### src/shared/pmc_pkg.sv
// Package of constants for the power mode controller
package pmc_pkg;
	// Register byte addresses on APB
	localparam logic [11:0] ADDR_POWER_MODE_CONTROL = 12'h000;
	localparam logic [11:0] ADDR_REGULATOR_CONTROL = 12'h004;
	localparam logic [11:0] ADDR_STATUS = 12'h008;
	// Field positions in power_mode_control
	localparam int IDLE_BIT = 0;
	localparam int STOP_BIT = 1;
	localparam int FLAGS_LSB = 2;
	localparam int FLAGS_MSB = 7;
	// Field position in regulator_control
	localparam int SHUTDOWN_BIT = 3;
	// Reset values
	localparam logic [5:0] FLAGS_RESET = 6'h00;
	localparam logic SHUTDOWN_RESET = 1'b0;
	// Program restart address after a reset
	localparam logic [15:0] RESTART_ADDR = 16'h0000;
	// Status register bit positions
	localparam int ST_IDLE_BIT = 0;
	localparam int ST_STOP_BIT = 1;
	localparam int ST_REG_OFF_BIT = 2;
	// Cycles from write completion to mode entry
	localparam int ENTRY_DELAY_CYCLES = 1;
	typedef enum logic [1:0] {
		PMC_RUN,
		PMC_IDLE,
		PMC_STOP
	} pmc_mode_e;
endpackage

### src/logic/pmc_sync.sv
// Two flip-flop synchroniser for asynchronous wake and reset sources
`timescale 1ns/10ps
module pmc_sync #(
	parameter int WIDTH = 1
) (
	input wire logic clk,
	input wire logic rst,
	input wire logic [WIDTH-1:0] async_in,
	output logic [WIDTH-1:0] sync_out
);
	logic [WIDTH-1:0] stage1;

	// Refuse an empty synchroniser
	if (WIDTH < 1) begin : g_bad_width
		$error("pmc_sync needs WIDTH of at least 1");
	end

	always_ff @(posedge clk or posedge rst) begin
		if (rst) begin
			stage1 <= '0;
			sync_out <= '0;
		end else begin
			stage1 <= async_in;
			sync_out <= stage1;
		end
	end
endmodule

### src/logic/pmc_apb.sv
// APB slave decode for the power mode controller registers
`timescale 1ns/10ps
module pmc_apb (
	input wire logic clk,
	input wire logic rst,
	input wire logic psel,
	input wire logic penable,
	input wire logic pwrite,
	input wire logic [11:0] paddr,
	input wire logic [31:0] pwdata,
	input wire logic [7:0] pmc_reg,
	input wire logic [7:0] reg_ctl,
	input wire logic [7:0] status,
	output logic pready,
	output logic pslverr,
	output logic [31:0] prdata,
	output logic wr_pmc,
	output logic wr_reg,
	output logic [7:0] wdata
);
	logic access;
	logic hit;

	assign access = psel && penable && !pready;
	assign hit = (paddr == pmc_pkg::ADDR_POWER_MODE_CONTROL) ||
		(paddr == pmc_pkg::ADDR_REGULATOR_CONTROL) ||
		(paddr == pmc_pkg::ADDR_STATUS);

	// Answer one cycle into the access phase, from flops
	always_ff @(posedge clk or posedge rst) begin
		if (rst) begin
			pready <= 1'b0;
			pslverr <= 1'b0;
			prdata <= 32'h0000_0000;
		end else begin
			pready <= access;
			pslverr <= access && !hit;
			prdata <= 32'h0000_0000;
			if (access && !pwrite) begin
				case (paddr)
				pmc_pkg::ADDR_POWER_MODE_CONTROL: prdata <= {24'h000000, pmc_reg};
				pmc_pkg::ADDR_REGULATOR_CONTROL: prdata <= {24'h000000, reg_ctl};
				pmc_pkg::ADDR_STATUS: prdata <= {24'h000000, status};
				default: prdata <= 32'h0000_0000;
				endcase
			end
		end
	end

	// Write strobes land at the edge that completes the access
	always_ff @(posedge clk or posedge rst) begin
		if (rst) begin
			wr_pmc <= 1'b0;
			wr_reg <= 1'b0;
			wdata <= 8'h00;
		end else begin
			wr_pmc <= access && pwrite &&
				(paddr == pmc_pkg::ADDR_POWER_MODE_CONTROL);
			wr_reg <= access && pwrite &&
				(paddr == pmc_pkg::ADDR_REGULATOR_CONTROL);
			wdata <= pwdata[7:0];
		end
	end
endmodule

### src/logic/pmc_top.sv
// Power mode controller: idle and stop modes with regulator shutdown
//
// Behaviour
// - Writing idle bit halts CPU and enters idle after the write completes.
// - Idle keeps registers, memory, clocks and peripherals running.
// - Idle ends on reset or enabled interrupt; interrupt clears idle.
// - Interrupt wake services interrupt, then resumes the next instruction.
// - Reset ending idle or stop restarts fetch at address zero.
// - Enabled watchdog keeps running in idle and its reset ends idle.
// - Writing stop bit enters stop after the write completes.
// - Stop halts oscillator, CPU, digital peripherals, timers, interrupts.
// - Stop ends only on reset; interrupts never wake it.
// - Enabled missing clock detector resets out of stop.
// - Regulator stays on in stop by default; any reset source works.
// - Shutdown bit set powers regulator off in stop; only pin or power cycle reset.
// - Bits 7 to 2 are plain read-write general flags.
// - Stop and idle bits always read as zero.
// - Shutdown bit is bit 3 of regulator control, reset to zero.
//
// Decided for this implementation: the register addresses and register access over APB.
`timescale 1ns/10ps
module pmc_top (
	input wire logic clk,
	input wire logic rst,
	input wire logic psel,
	input wire logic penable,
	input wire logic pwrite,
	input wire logic [11:0] paddr,
	input wire logic [31:0] pwdata,
	output logic pready,
	output logic pslverr,
	output logic [31:0] prdata,
	input wire logic irq_pending,
	input wire logic watchdog_timer_expired,
	input wire logic watchdog_timer_enabled,
	input wire logic missing_clock_detector_fault,
	input wire logic missing_clock_detector_enabled,
	input wire logic reset_pin_n,
	output logic cpu_halt,
	output logic cpu_resume,
	output logic internal_osc_enable,
	output logic digital_clock_enable,
	output logic interrupts_enable,
	output logic regulator_enable,
	output logic internal_reset,
	output logic [15:0] restart_addr,
	output logic [1:0] mode_state
);
	logic [7:0] pmc_reg;
	logic [7:0] reg_ctl;
	logic [7:0] status;
	logic wr_pmc;
	logic wr_reg;
	logic [7:0] wdata;
	logic [5:0] general_purpose_flags;
	logic regulator_stop_shutdown;
	logic [3:0] sync_in;
	logic [3:0] sync_out;
	logic irq_s;
	logic wdt_s;
	logic mcd_s;
	logic pin_rst_s;
	logic idle_req;
	logic stop_req;
	logic reset_event;
	pmc_pkg::pmc_mode_e mode;
	pmc_pkg::pmc_mode_e next_mode;

	pmc_apb u_apb (
		.clk(clk),
		.rst(rst),
		.psel(psel),
		.penable(penable),
		.pwrite(pwrite),
		.paddr(paddr),
		.pwdata(pwdata),
		.pmc_reg(pmc_reg),
		.reg_ctl(reg_ctl),
		.status(status),
		.pready(pready),
		.pslverr(pslverr),
		.prdata(prdata),
		.wr_pmc(wr_pmc),
		.wr_reg(wr_reg),
		.wdata(wdata)
	);

	assign sync_in = {!reset_pin_n, missing_clock_detector_fault,
		watchdog_timer_expired, irq_pending};

	pmc_sync #(.WIDTH(4)) u_sync (
		.clk(clk),
		.rst(rst),
		.async_in(sync_in),
		.sync_out(sync_out)
	);

	assign irq_s = sync_out[0];
	assign wdt_s = sync_out[1] && watchdog_timer_enabled;
	assign mcd_s = sync_out[2] && missing_clock_detector_enabled;
	assign pin_rst_s = sync_out[3];

	always_comb begin
		pmc_reg = 8'h00;
		pmc_reg[pmc_pkg::FLAGS_MSB:pmc_pkg::FLAGS_LSB] =
			general_purpose_flags;
	end

	// Shutdown bit at its package position
	always_comb begin
		reg_ctl = 8'h00;
		reg_ctl[pmc_pkg::SHUTDOWN_BIT] = regulator_stop_shutdown;
	end

	// Status bits at their package positions
	always_comb begin
		status = 8'h00;
		status[pmc_pkg::ST_IDLE_BIT] = mode == pmc_pkg::PMC_IDLE;
		status[pmc_pkg::ST_STOP_BIT] = mode == pmc_pkg::PMC_STOP;
		status[pmc_pkg::ST_REG_OFF_BIT] =
			(mode == pmc_pkg::PMC_STOP) && regulator_stop_shutdown;
	end

	always_ff @(posedge clk or posedge rst) begin
		if (rst) begin
			general_purpose_flags <= pmc_pkg::FLAGS_RESET;
		end else if (wr_pmc) begin
			general_purpose_flags <=
				wdata[pmc_pkg::FLAGS_MSB:pmc_pkg::FLAGS_LSB];
		end
	end

	// shutdown bit at bit 3, reset zero
	always_ff @(posedge clk or posedge rst) begin
		if (rst) begin
			regulator_stop_shutdown <= pmc_pkg::SHUTDOWN_RESET;
		end else if (wr_reg) begin
			regulator_stop_shutdown <= wdata[pmc_pkg::SHUTDOWN_BIT];
		end
	end

	assign stop_req = wr_pmc && wdata[pmc_pkg::STOP_BIT];
	assign idle_req = wr_pmc && wdata[pmc_pkg::IDLE_BIT] && !stop_req;

	// with regulator off only the pin resets
	// regulator on, any enabled source resets
	always_comb begin
		if (mode == pmc_pkg::PMC_STOP && regulator_stop_shutdown) begin
			reset_event = pin_rst_s;
		end else begin
			reset_event = pin_rst_s || wdt_s || mcd_s;
		end
	end

	always_comb begin
		next_mode = mode;
		case (mode)
		pmc_pkg::PMC_RUN: begin
			if (stop_req) begin
				next_mode = pmc_pkg::PMC_STOP;
			end else if (idle_req) begin
				next_mode = pmc_pkg::PMC_IDLE;
			end
		end
		pmc_pkg::PMC_IDLE: begin
			if (reset_event || irq_s) begin
				next_mode = pmc_pkg::PMC_RUN;
			end
		end
		pmc_pkg::PMC_STOP: begin
			if (reset_event) begin
				next_mode = pmc_pkg::PMC_RUN;
			end
		end
		default: next_mode = pmc_pkg::PMC_RUN;
		endcase
	end

	always_ff @(posedge clk or posedge rst) begin
		if (rst) begin
			mode <= pmc_pkg::PMC_RUN;
		end else begin
			mode <= next_mode;
		end
	end

	always_ff @(posedge clk or posedge rst) begin
		if (rst) begin
			internal_reset <= 1'b0;
			restart_addr <= pmc_pkg::RESTART_ADDR;
		end else begin
			internal_reset <= reset_event && mode != pmc_pkg::PMC_RUN;
			restart_addr <= pmc_pkg::RESTART_ADDR;
		end
	end

	always_ff @(posedge clk or posedge rst) begin
		if (rst) begin
			cpu_resume <= 1'b0;
		end else begin
			cpu_resume <= mode == pmc_pkg::PMC_IDLE && irq_s &&
				!reset_event;
		end
	end

	// stop gates oscillator, logic and interrupts
	always_ff @(posedge clk or posedge rst) begin
		if (rst) begin
			cpu_halt <= 1'b0;
			internal_osc_enable <= 1'b1;
			digital_clock_enable <= 1'b1;
			interrupts_enable <= 1'b1;
			regulator_enable <= 1'b1;
			mode_state <= 2'h0;
		end else begin
			cpu_halt <= next_mode != pmc_pkg::PMC_RUN;
			internal_osc_enable <= next_mode != pmc_pkg::PMC_STOP;
			digital_clock_enable <= next_mode != pmc_pkg::PMC_STOP;
			interrupts_enable <= next_mode != pmc_pkg::PMC_STOP;
			regulator_enable <= !(next_mode == pmc_pkg::PMC_STOP &&
				regulator_stop_shutdown);
			mode_state <= next_mode;
		end
	end
endmodule

### config.mk
export PLATFORM = sky130hd
export DESIGN_NAME = pmc_top
export DESIGN_NICKNAME = d
export VERILOG_FILES = /design/src/shared/pmc_pkg.sv /design/src/logic/pmc_sync.sv /design/src/logic/pmc_apb.sv /design/src/logic/pmc_top.sv
export SDC_FILE = /design/constraint.sdc
export NUM_CORES = 1
export LEC_CHECK = 0
export BUFFER_PORTS_ARGS = -buffer_cell sky130_fd_sc_hd__buf_2
export CELL_PAD_IN_SITES_DETAIL_PLACEMENT = 0
export CELL_PAD_IN_SITES_GLOBAL_PLACEMENT = 1
export CORE_ASPECT_RATIO = 1.2
export CORE_UTILIZATION = 31
export CTS_CLUSTER_DIAMETER = 80
export CTS_CLUSTER_SIZE = 25
export DETAILED_ROUTE_END_ITERATION = 6
export HOLD_SLACK_MARGIN = 0.05
export PLACE_DENSITY_LB_ADDON = 0.15
export SKIP_LAST_GASP = 1
export SYNTH_ARGS = -nofsm -noshare
export SYNTH_HDL_FRONTEND = slang
export SYNTH_SLANG_ARGS = --single-unit
### constraint.sdc
create_clock -name clk -period 1.35 [get_ports clk]
set_input_delay 0.135 -clock clk [delete_from_list [all_inputs] [get_ports clk]]
set_output_delay 0.135 -clock clk [all_outputs]
set_load 0.01 [all_outputs]
### Word-level counts from Yosys, hierarchy flattened

Cells that the tools add are included.

* register bits after elaboration: 66
* latch bits: 0
* bits in writable memories: 0
* ROM bits: 0
* input bits: 55
* output and inout port bits: 59
* logic and storage cells: 63
* memories kept: 0

* $add $sub $neg: 0
* multipliers: 0
* div/mod/pow operators: 0
* order comparisons: 0
* equality and inequality tests: 6
* shift-type cells: 0
* mux-type cells: 8
* bitwise gates (word level): 0
* reduce and logical (&&, ||, !) cells: 33

Operators with widths (number)
* 2-to-1 mux 32 bit: 1
* one-hot mux 8 bit (3 select lines): 1
* logical AND 1 bit: 17
* == test 12 x 3 -> 1 bit, second input constant: 1
* == test 12 x 4 -> 1 bit, second input constant: 1
* logical NOT 12 bit: 1
* 2-to-1 mux 2 bit: 4
* logical NOT 1 bit: 7
* one-hot mux 2 bit (3 select lines): 1
* logical OR 1 bit: 5
* == test 2 bit, second input constant: 2
* nonzero test 2 bit: 2
* == test 2 x 1 -> 1 bit, second input constant: 1
* logical NOT 2 bit: 1
* != test 2 bit, second input constant: 1
* 2-to-1 mux 1 bit: 1

### Depth between registers and ports, before layout

Gate-level depths: netlist (run 1).

* word-level depth: 10
* gate-level depth with buffers: 4
* depth with buffers taken out: 3

### Cells and area by module

Synthesis (run 1) repeated with hierarchy kept, for this count alone.

* cell total of the unflattened synthesis: 165
* area, all modules: 1989.4 um^2

By module, submodules not included
* pmc_apb: instances 1, cells each 87, area an instance 1016.0 um^2
* pmc_top: instances 1, cells each 69, area an instance 769.5 um^2
* pmc_sync: instances 1, cells each 9, area an instance 203.9 um^2

### Worst setup path before layout (run 1)

Ideal clock, no wire load.

* kind: reg2reg
* start point: reg u_apb.pready
* end point: reg u_apb.prdata[4]
* arrival: 1.148 ns
* slack: 0.137 ns
* cell stages (with the launch flop): 4
* buffers on the path: 0
* clock period less this slack: 1.213 ns
* cells stage by stage: dfrtp_1 > nor4bb_1 > and4_1 > and2_1

* word-level cells in the longest chain between the ends: 4

RTL lines
* start: declaration: RTL line pmc_apb.sv:14 `output logic pready,`
* start signal: assignment: RTL line pmc_apb.sv:36 `pready <= access;`
* logical NOT 1 bit: RTL line pmc_apb.sv:24 `assign access = psel && penable && !pready;`
* logical AND 1 bit: RTL line pmc_apb.sv:24
* logical AND 1 bit: RTL line pmc_apb.sv:39 `if (access && !pwrite) begin`
* 2-to-1 mux 32 bit: RTL line pmc_apb.sv:39
* end signal: assignment: RTL line pmc_apb.sv:41 `pmc_pkg::ADDR_POWER_MODE_CONTROL: prdata <= {24'h000000, pmc_reg};`
* end signal: assignment: RTL line pmc_apb.sv:42 `pmc_pkg::ADDR_REGULATOR_CONTROL: prdata <= {24'h000000, reg_ctl};`
* end signal: assignment: RTL line pmc_apb.sv:43 `pmc_pkg::ADDR_STATUS: prdata <= {24'h000000, status};`
* end: declaration: RTL line pmc_apb.sv:16 `output logic [31:0] prdata,`

Every way passes these cells.
A chain may end at the register's enable or synchronous reset.

### Worst setup path after layout (run 1)

* start point: reg u_apb.pready
* end point: reg u_apb.prdata[0]

* word-level cells in the longest chain between the ends: 4

RTL lines
* logical NOT 1 bit: RTL line pmc_apb.sv:24
* logical AND 1 bit: RTL line pmc_apb.sv:24
* via u_apb.access: RTL line pmc_apb.sv:21 `logic access;`
* logical AND 1 bit: RTL line pmc_apb.sv:39
* 2-to-1 mux 32 bit: RTL line pmc_apb.sv:39

The timed path passes the listed nets, and every way through them passes these cells.

==> flow_summary.toml, run 1 <==
[run_status]
status = "finished, final reports clean"

[die]
die_y_um = 86.0
fp.dieArea_um2 = 6190
pin_count = 114
core_area_um2 = 5670
std_cell_rows = 30
start_util_pct = 32.1
die_width_um = 72.0

[clocking]
clk_pin_slew_ns = 0.09
cts.sinks = 42
clock_path_buffers = 2
root_buffer = "clkbuf_8"
worstSkewPairLatency_ns = 0.29
cts_max_level = 2
numCtsBuffers = 5
tritoncts = "done"

[run]
maxCapViolCount = 0

[synth]
synth_top_family_by_area = "buffers and inverters"
synth_compound_area_share_pct = 3.30
synth-xor-area-share_pct = 0
synth_simple_gate_area_share_pct = 15.2
synth_area_leader_cell = "dfrtp_1"
synth_cell_types = 31
synth_cells = 148
synth_area_um2 = 1820
synth_area_leaders = "dfrtp_1 (55%), buf_4 (17%), mux2_2 (4.3%), dfstp_2 (2.9%), and2_1 (1.7%)"
synth.avg_cell_area_um2 = 12.3
synth_mux_area_share_pct = 4.88
ys_ff_latch = 42
ys_seq_area_share_pct = 57.8
synth-warning-count = 0
synthAdderAreaFrac_pct = 0
netlist.area_leader.share_pct = 54.9

[routing]
drt-initial-drc-count = 47
ant_nets = 0
num_vias = 1210
avgRoutedWirePerCell_um = 10.7
post_drt_via_cell_ratio = 3.99
wl_um = 3250
drc_errors = 0
drt_pre_antenna_iters = 4

[sta]
holdWs_ns = 0.0630
drv_slew = 0
relSlewSlack_pct = 54.7
hold_viol = 0
worst_slack_ns = 0.0145
setup_viol = 0
rsz0062_at_grt = "yes"
fmax_ghz = 0.749
fin_crit_ns = 1.34
fin_crit_sh_pct = 98.9
clock_skew_ns = 0.00804
worst_pin_slew_ns = 0.675

[worst_setup_path]
cp_max_fo = 4
cp-end-kind = "flip-flop"
crit_type = "flip-flop to flip-flop"
crit_arrival_ns = 1.53
cp.required_ns = 1.54
crit_path_start_kind = "flip-flop"

[place]
dpl_cell_area_um2 = 2070
place_ws_ns = 0.0206
portBuffers = 49
gp_congestion = 0.810
hpwl_um = 2520

[final_layout]
fin_area_um2 = 2320
layout.cells.most_common = "buf_2"
area_delta_synth_final_pct = 27.4
n_fill_cell = 557
antenna_cells = 0
top_regs = "u_apb.prdata (8), u_apb.wdata (8), general_purpose_flags (6)"
drive_above_1_share_pct = 37.7
final_util_pct = 40.9
fin_nets = 277
layout_common_cells = "buf_2 (49), conb_1 (40), dfrtp_1 (40), dlygate4sd3_1 (13)"

[pwr]
ir_worst_vdd_mv = 0.452
power_mw = 2.35
p_leak_nw = 1.19
powerDensity_nw_per_um2 = 1010

[grt]
grt_antenna_before_repair = 0
grt_max_degree = 26
grt_pass1_wl_um = 5100
grt_usage_pct = 10.8
overflow = 0
grt_pass1_vias = 1151

[hold_path]
hold_class = "input port to flip-flop"
[routing by layer]
layer	up-vias	global-route usage (%)	part of all wire, %
met5	-	0	0
met4	0	5.17	2.6
met3	5	3.17	4.3
met2	46	19.3	55
met1	595	11.7	38
li1	564	-	-
[metrics by stage]
stage | setup TNS, ns | std cells
detailed placement | 0 | 281
finish | 0 | 303
global route | -0.128 | 303
floorplan | 0 | 187
CTS | 0 | 302
global placement | 0 | 281
[power by group]
part	switching, mW	internal [mW]	total, mW
combinational	0.122	0.0871	0.209
clock	0.459	0.386	0.845
sequential	0.0115	1.28	1.30
[repair_timing]
item | CTS | global route
buffers inserted | 0 | 1
gates resized for setup | 1 | 4
hold endpoints to repair | 27 | 0
setup endpoints to repair | 1 | 7
pin swaps | 0 | 2
hold buffers | 13 | 0
[worst max-delay path, cell delays in order, from the launching register on]
cell and delay [ns]:
dfrtp_1 0.40, buf_6 0.12, and3b_2 0.26, nand4_1 0.16
nor4b_2 0.30
[cells in the mapped netlist]
cell and number:
buf_4 42, dfrtp_1 40, mux2_2 7, nand2_1 7
nor2_1 6, and2_1 5, inv_1 5, nor4_1 4
nand3_1 3, nor4bb_1 3, and4_1 2, dfstp_2 2
nand2b_1 2, nand4b_1 2, nor4_2 2, a2111oi_2 1
a211o_1 1, a21oi_1 1, a221oi_1 1, a22o_1 1
and3b_1 1, clkbuf_1 1, conb_1 1, mux2i_1 1
nand4_1 1, nor2b_1 1, nor3b_1 1, nor4b_2 1
o21ai_0 1, o31a_1 1, or4_4 1
[final timing paths]
path,end,cells after the start,startpoint,slack (ns)
max in group asynchronous,u_sync.stage1[1]$_DFF_PP0_,4,rst,0.46
max,u_apb.prdata[0]$_DFF_PP0_,4,u_apb.pready$_DFF_PP0_,0.01
min,u_apb.prdata[3]$_DFF_PP0_,2,pwrite,0.06
min reg2reg,u_sync.sync_out[1]$_DFF_PP0_,0,u_sync.stage1[1]$_DFF_PP0_,0.35
min in group asynchronous,mode_state[0]$_DFF_PP0_,3,rst,0.40
max reg2reg,u_apb.prdata[0]$_DFF_PP0_,4,u_apb.pready$_DFF_PP0_,0.01
[logic make-up after synthesis]
group,count (synthesis)
buffers and inverters,48
other,1
DFF,42
and+or+nand+nor,42
AOI/OAI and AO/OA,7
muxes,8
[area by class of cell]
cell class                      count  area [um^2]  share of cell area (%)
Clock buffer                        5         68.8                    2.96
Clock inverter                      3         28.8                    1.24
Inverter                            5         18.8                   0.809
Multi-Input combinational cell     97          592                    25.5
Sequential cell                    42         1050                    45.4
Tap cell                           80          100                    4.31
Timing Repair Buffer               71          459                    19.8
Note: power is estimated with default switching activity, not from simulation.
==> inputs of run 2 (changes only) <==
- CORE_UTILIZATION: 31 -> 33
- clock period: 1.35 -> 1.6 ns (I/O delays scaled with it)
==> flow_summary.toml, run 2 (synthesized netlist as in run 1, its figures left out) <==
[pwr]
ir_worst_vdd_mv = 0.471
p_leak_nw = 1.14
power_mw = 1.94
powerDensity_nw_per_um2 = 877

[run_status]
status = "finished, final reports clean"

[place]
dpl_cell_area_um2 = 1980
hpwl_um = 2360
portBuffers = 49
place_ws_ns = 0.171
gp_congestion = 0.823

[final_layout]
top_regs = "u_apb.prdata (8), u_apb.wdata (8), general_purpose_flags (6)"
drive_above_1_share_pct = 33.5
antenna_cells = 0
layout_common_cells = "buf_2 (49), conb_1 (40), dfrtp_1 (40), dlygate4sd3_1 (13)"
multi_input_area_um2 = 583
layout.cells.most_common = "buf_2"
fin_nets = 269
n_fill_cell = 534
fin_area_um2 = 2210
area_delta_synth_final_pct = 21.2
seq_area_um2 = 1050

[sta]
relSlewSlack_pct = 65.6
setup_viol = 0
rsz0062_at_grt = "no"
fin_crit_sh_pct = 83.2
hold_viol = 0
worst_pin_slew_ns = 0.516
fin_crit_ns = 1.33
fmax_ghz = 0.751
finalSetupTns_ns = 0
drv_slew = 0
holdWs_ns = 0.103
worst_slack_ns = 0.269
clock_skew_ns = 0.00303

[routing]
drt-initial-drc-count = 72
num_vias = 1190
avgRoutedWirePerCell_um = 11.3
ant_nets = 0
drc_errors = 0
drt_pre_antenna_iters = 4
wl_um = 3140
post_drt_via_cell_ratio = 4.30

[hold_path]
holdPathStages = 2
whs_endpoint = "u_apb.prdata[3]$_DFF_PP0_"
hold_class = "input port to flip-flop"
min_from = "pwrite"

[die]
pin_count = 114
start_util_pct = 34.4
fp.dieArea_um2 = 5820
die_y_um = 83.4
die_width_um = 69.8
core_area_um2 = 5300
std_cell_rows = 29

[clocking]
root_buffer = "clkbuf_8"
cts_setup_buffers = 0
numCtsBuffers = 5
worstSkewPairLatency_ns = 0.28
cts_max_level = 2
tritoncts = "done"
clock_path_buffers = 2
cts.sinks = 42
clk_pin_slew_ns = 0.07

[worst_setup_path]
ff2ff_path_depth = 3
crit_path_start_kind = "flip-flop"
cpMaxStageDelayCell = "dfrtp_1"
worstReg2RegEnd = "u_apb.prdata[5]$_DFF_PP0_"
crit_chain = "nor4bb_2 > and4_1 > and2_1"
crit_type = "flip-flop to flip-flop"
cp-end-kind = "flip-flop"
cp.required_ns = 1.82
rr_startpoint = "u_apb.pready$_DFF_PP0_"
critical-path-max-stage-delay_ns = 0.41
cp_max_fo = 4
crit_arrival_ns = 1.55
reg2reg_slack_ns = 0.27

[grt]
grt_pass1_vias = 1207
grt_pass1_wl_um = 5450
grt_antenna_before_repair = 0
grt_max_degree = 43
grt_usage_pct = 12.0
overflow = 0

[run]
maxCapViolCount = 0
[run 2: changes by cell type in the layout (fill, tap and decap cells not counted), sizes merged]
cell,previous run,this run
buf,58,50
inv,6,4
clkbuf,5,7
[run 2: worst max-delay path by stage]
stage	startpoint	endpoint	slack [ns]	depth (start not counted)
global placement	u_apb.pready$_DFF_PP0_	u_apb.prdata[7]$_DFF_PP0_	0.19	3
detailed placement	u_apb.pready$_DFF_PP0_	u_apb.prdata[5]$_DFF_PP0_	0.17	3
CTS	u_apb.pready$_DFF_PP0_	u_apb.prdata[5]$_DFF_PP0_	0.14	3
global route	u_apb.pready$_DFF_PP0_	u_apb.prdata[5]$_DFF_PP0_	0.11	3
floorplan	u_apb.pready$_DFF_PP0_	u_apb.prdata[4]$_DFF_PP0_	0.39	3
finish	u_apb.pready$_DFF_PP0_	u_apb.prdata[5]$_DFF_PP0_	0.27	3
[run 2: per-stage QoR]
| stage | utilization, % | cells |
|---|---|---|
| floorplan | - | 187 |
| global placement | 37.4 | 256 |
| detailed placement | 37.4 | 256 |
| CTS | 41.5 | 277 |
| global route | 41.7 | 277 |
| finish | 41.7 | 277 |
[run 2: area by class of cell]
| type | instances | share of cell area, % |
|---|---|---|
| Clock buffer | 7 | 3.91 |
| Inverter | 5 | 0.850 |
| Tap cell | 62 | 3.51 |
| Clock inverter | 1 | 0.227 |
| Timing Repair Buffer | 63 | 17.3 |
| Multi-Input combinational cell | 97 | 26.4 |
| Sequential cell | 42 | 47.7 |
[run 2: what timing repair did]
action                                  in CTS  in global routing
hold endpoints to repair                    52                  0
endpoints found under the setup margin       0                  4
resized for setup                            0                  1
hold buffers                                13                  0
[run 2: power breakdown]
group / internal [mW] / switching, mW / total (mW)
Clock: 0.348 / 0.333 / 0.680
Combinational: 0.0634 / 0.0989 / 0.162
Sequential: 1.08 / 0.00838 / 1.09
[run 2: per-layer routing]
layer	track usage, %	vias up	share of wire [%]
li1	-	550	-
met1	12.5	584	37
met2	21.0	46	54
met3	4.37	10	5.8
met4	6.36	0	3.2
met5	0	-	0
[run 2: worst max-delay path: cells and delay by family, from the launching register on]
family        cells  cell delay, ns
simple gates      3            0.86
flops             1            0.41
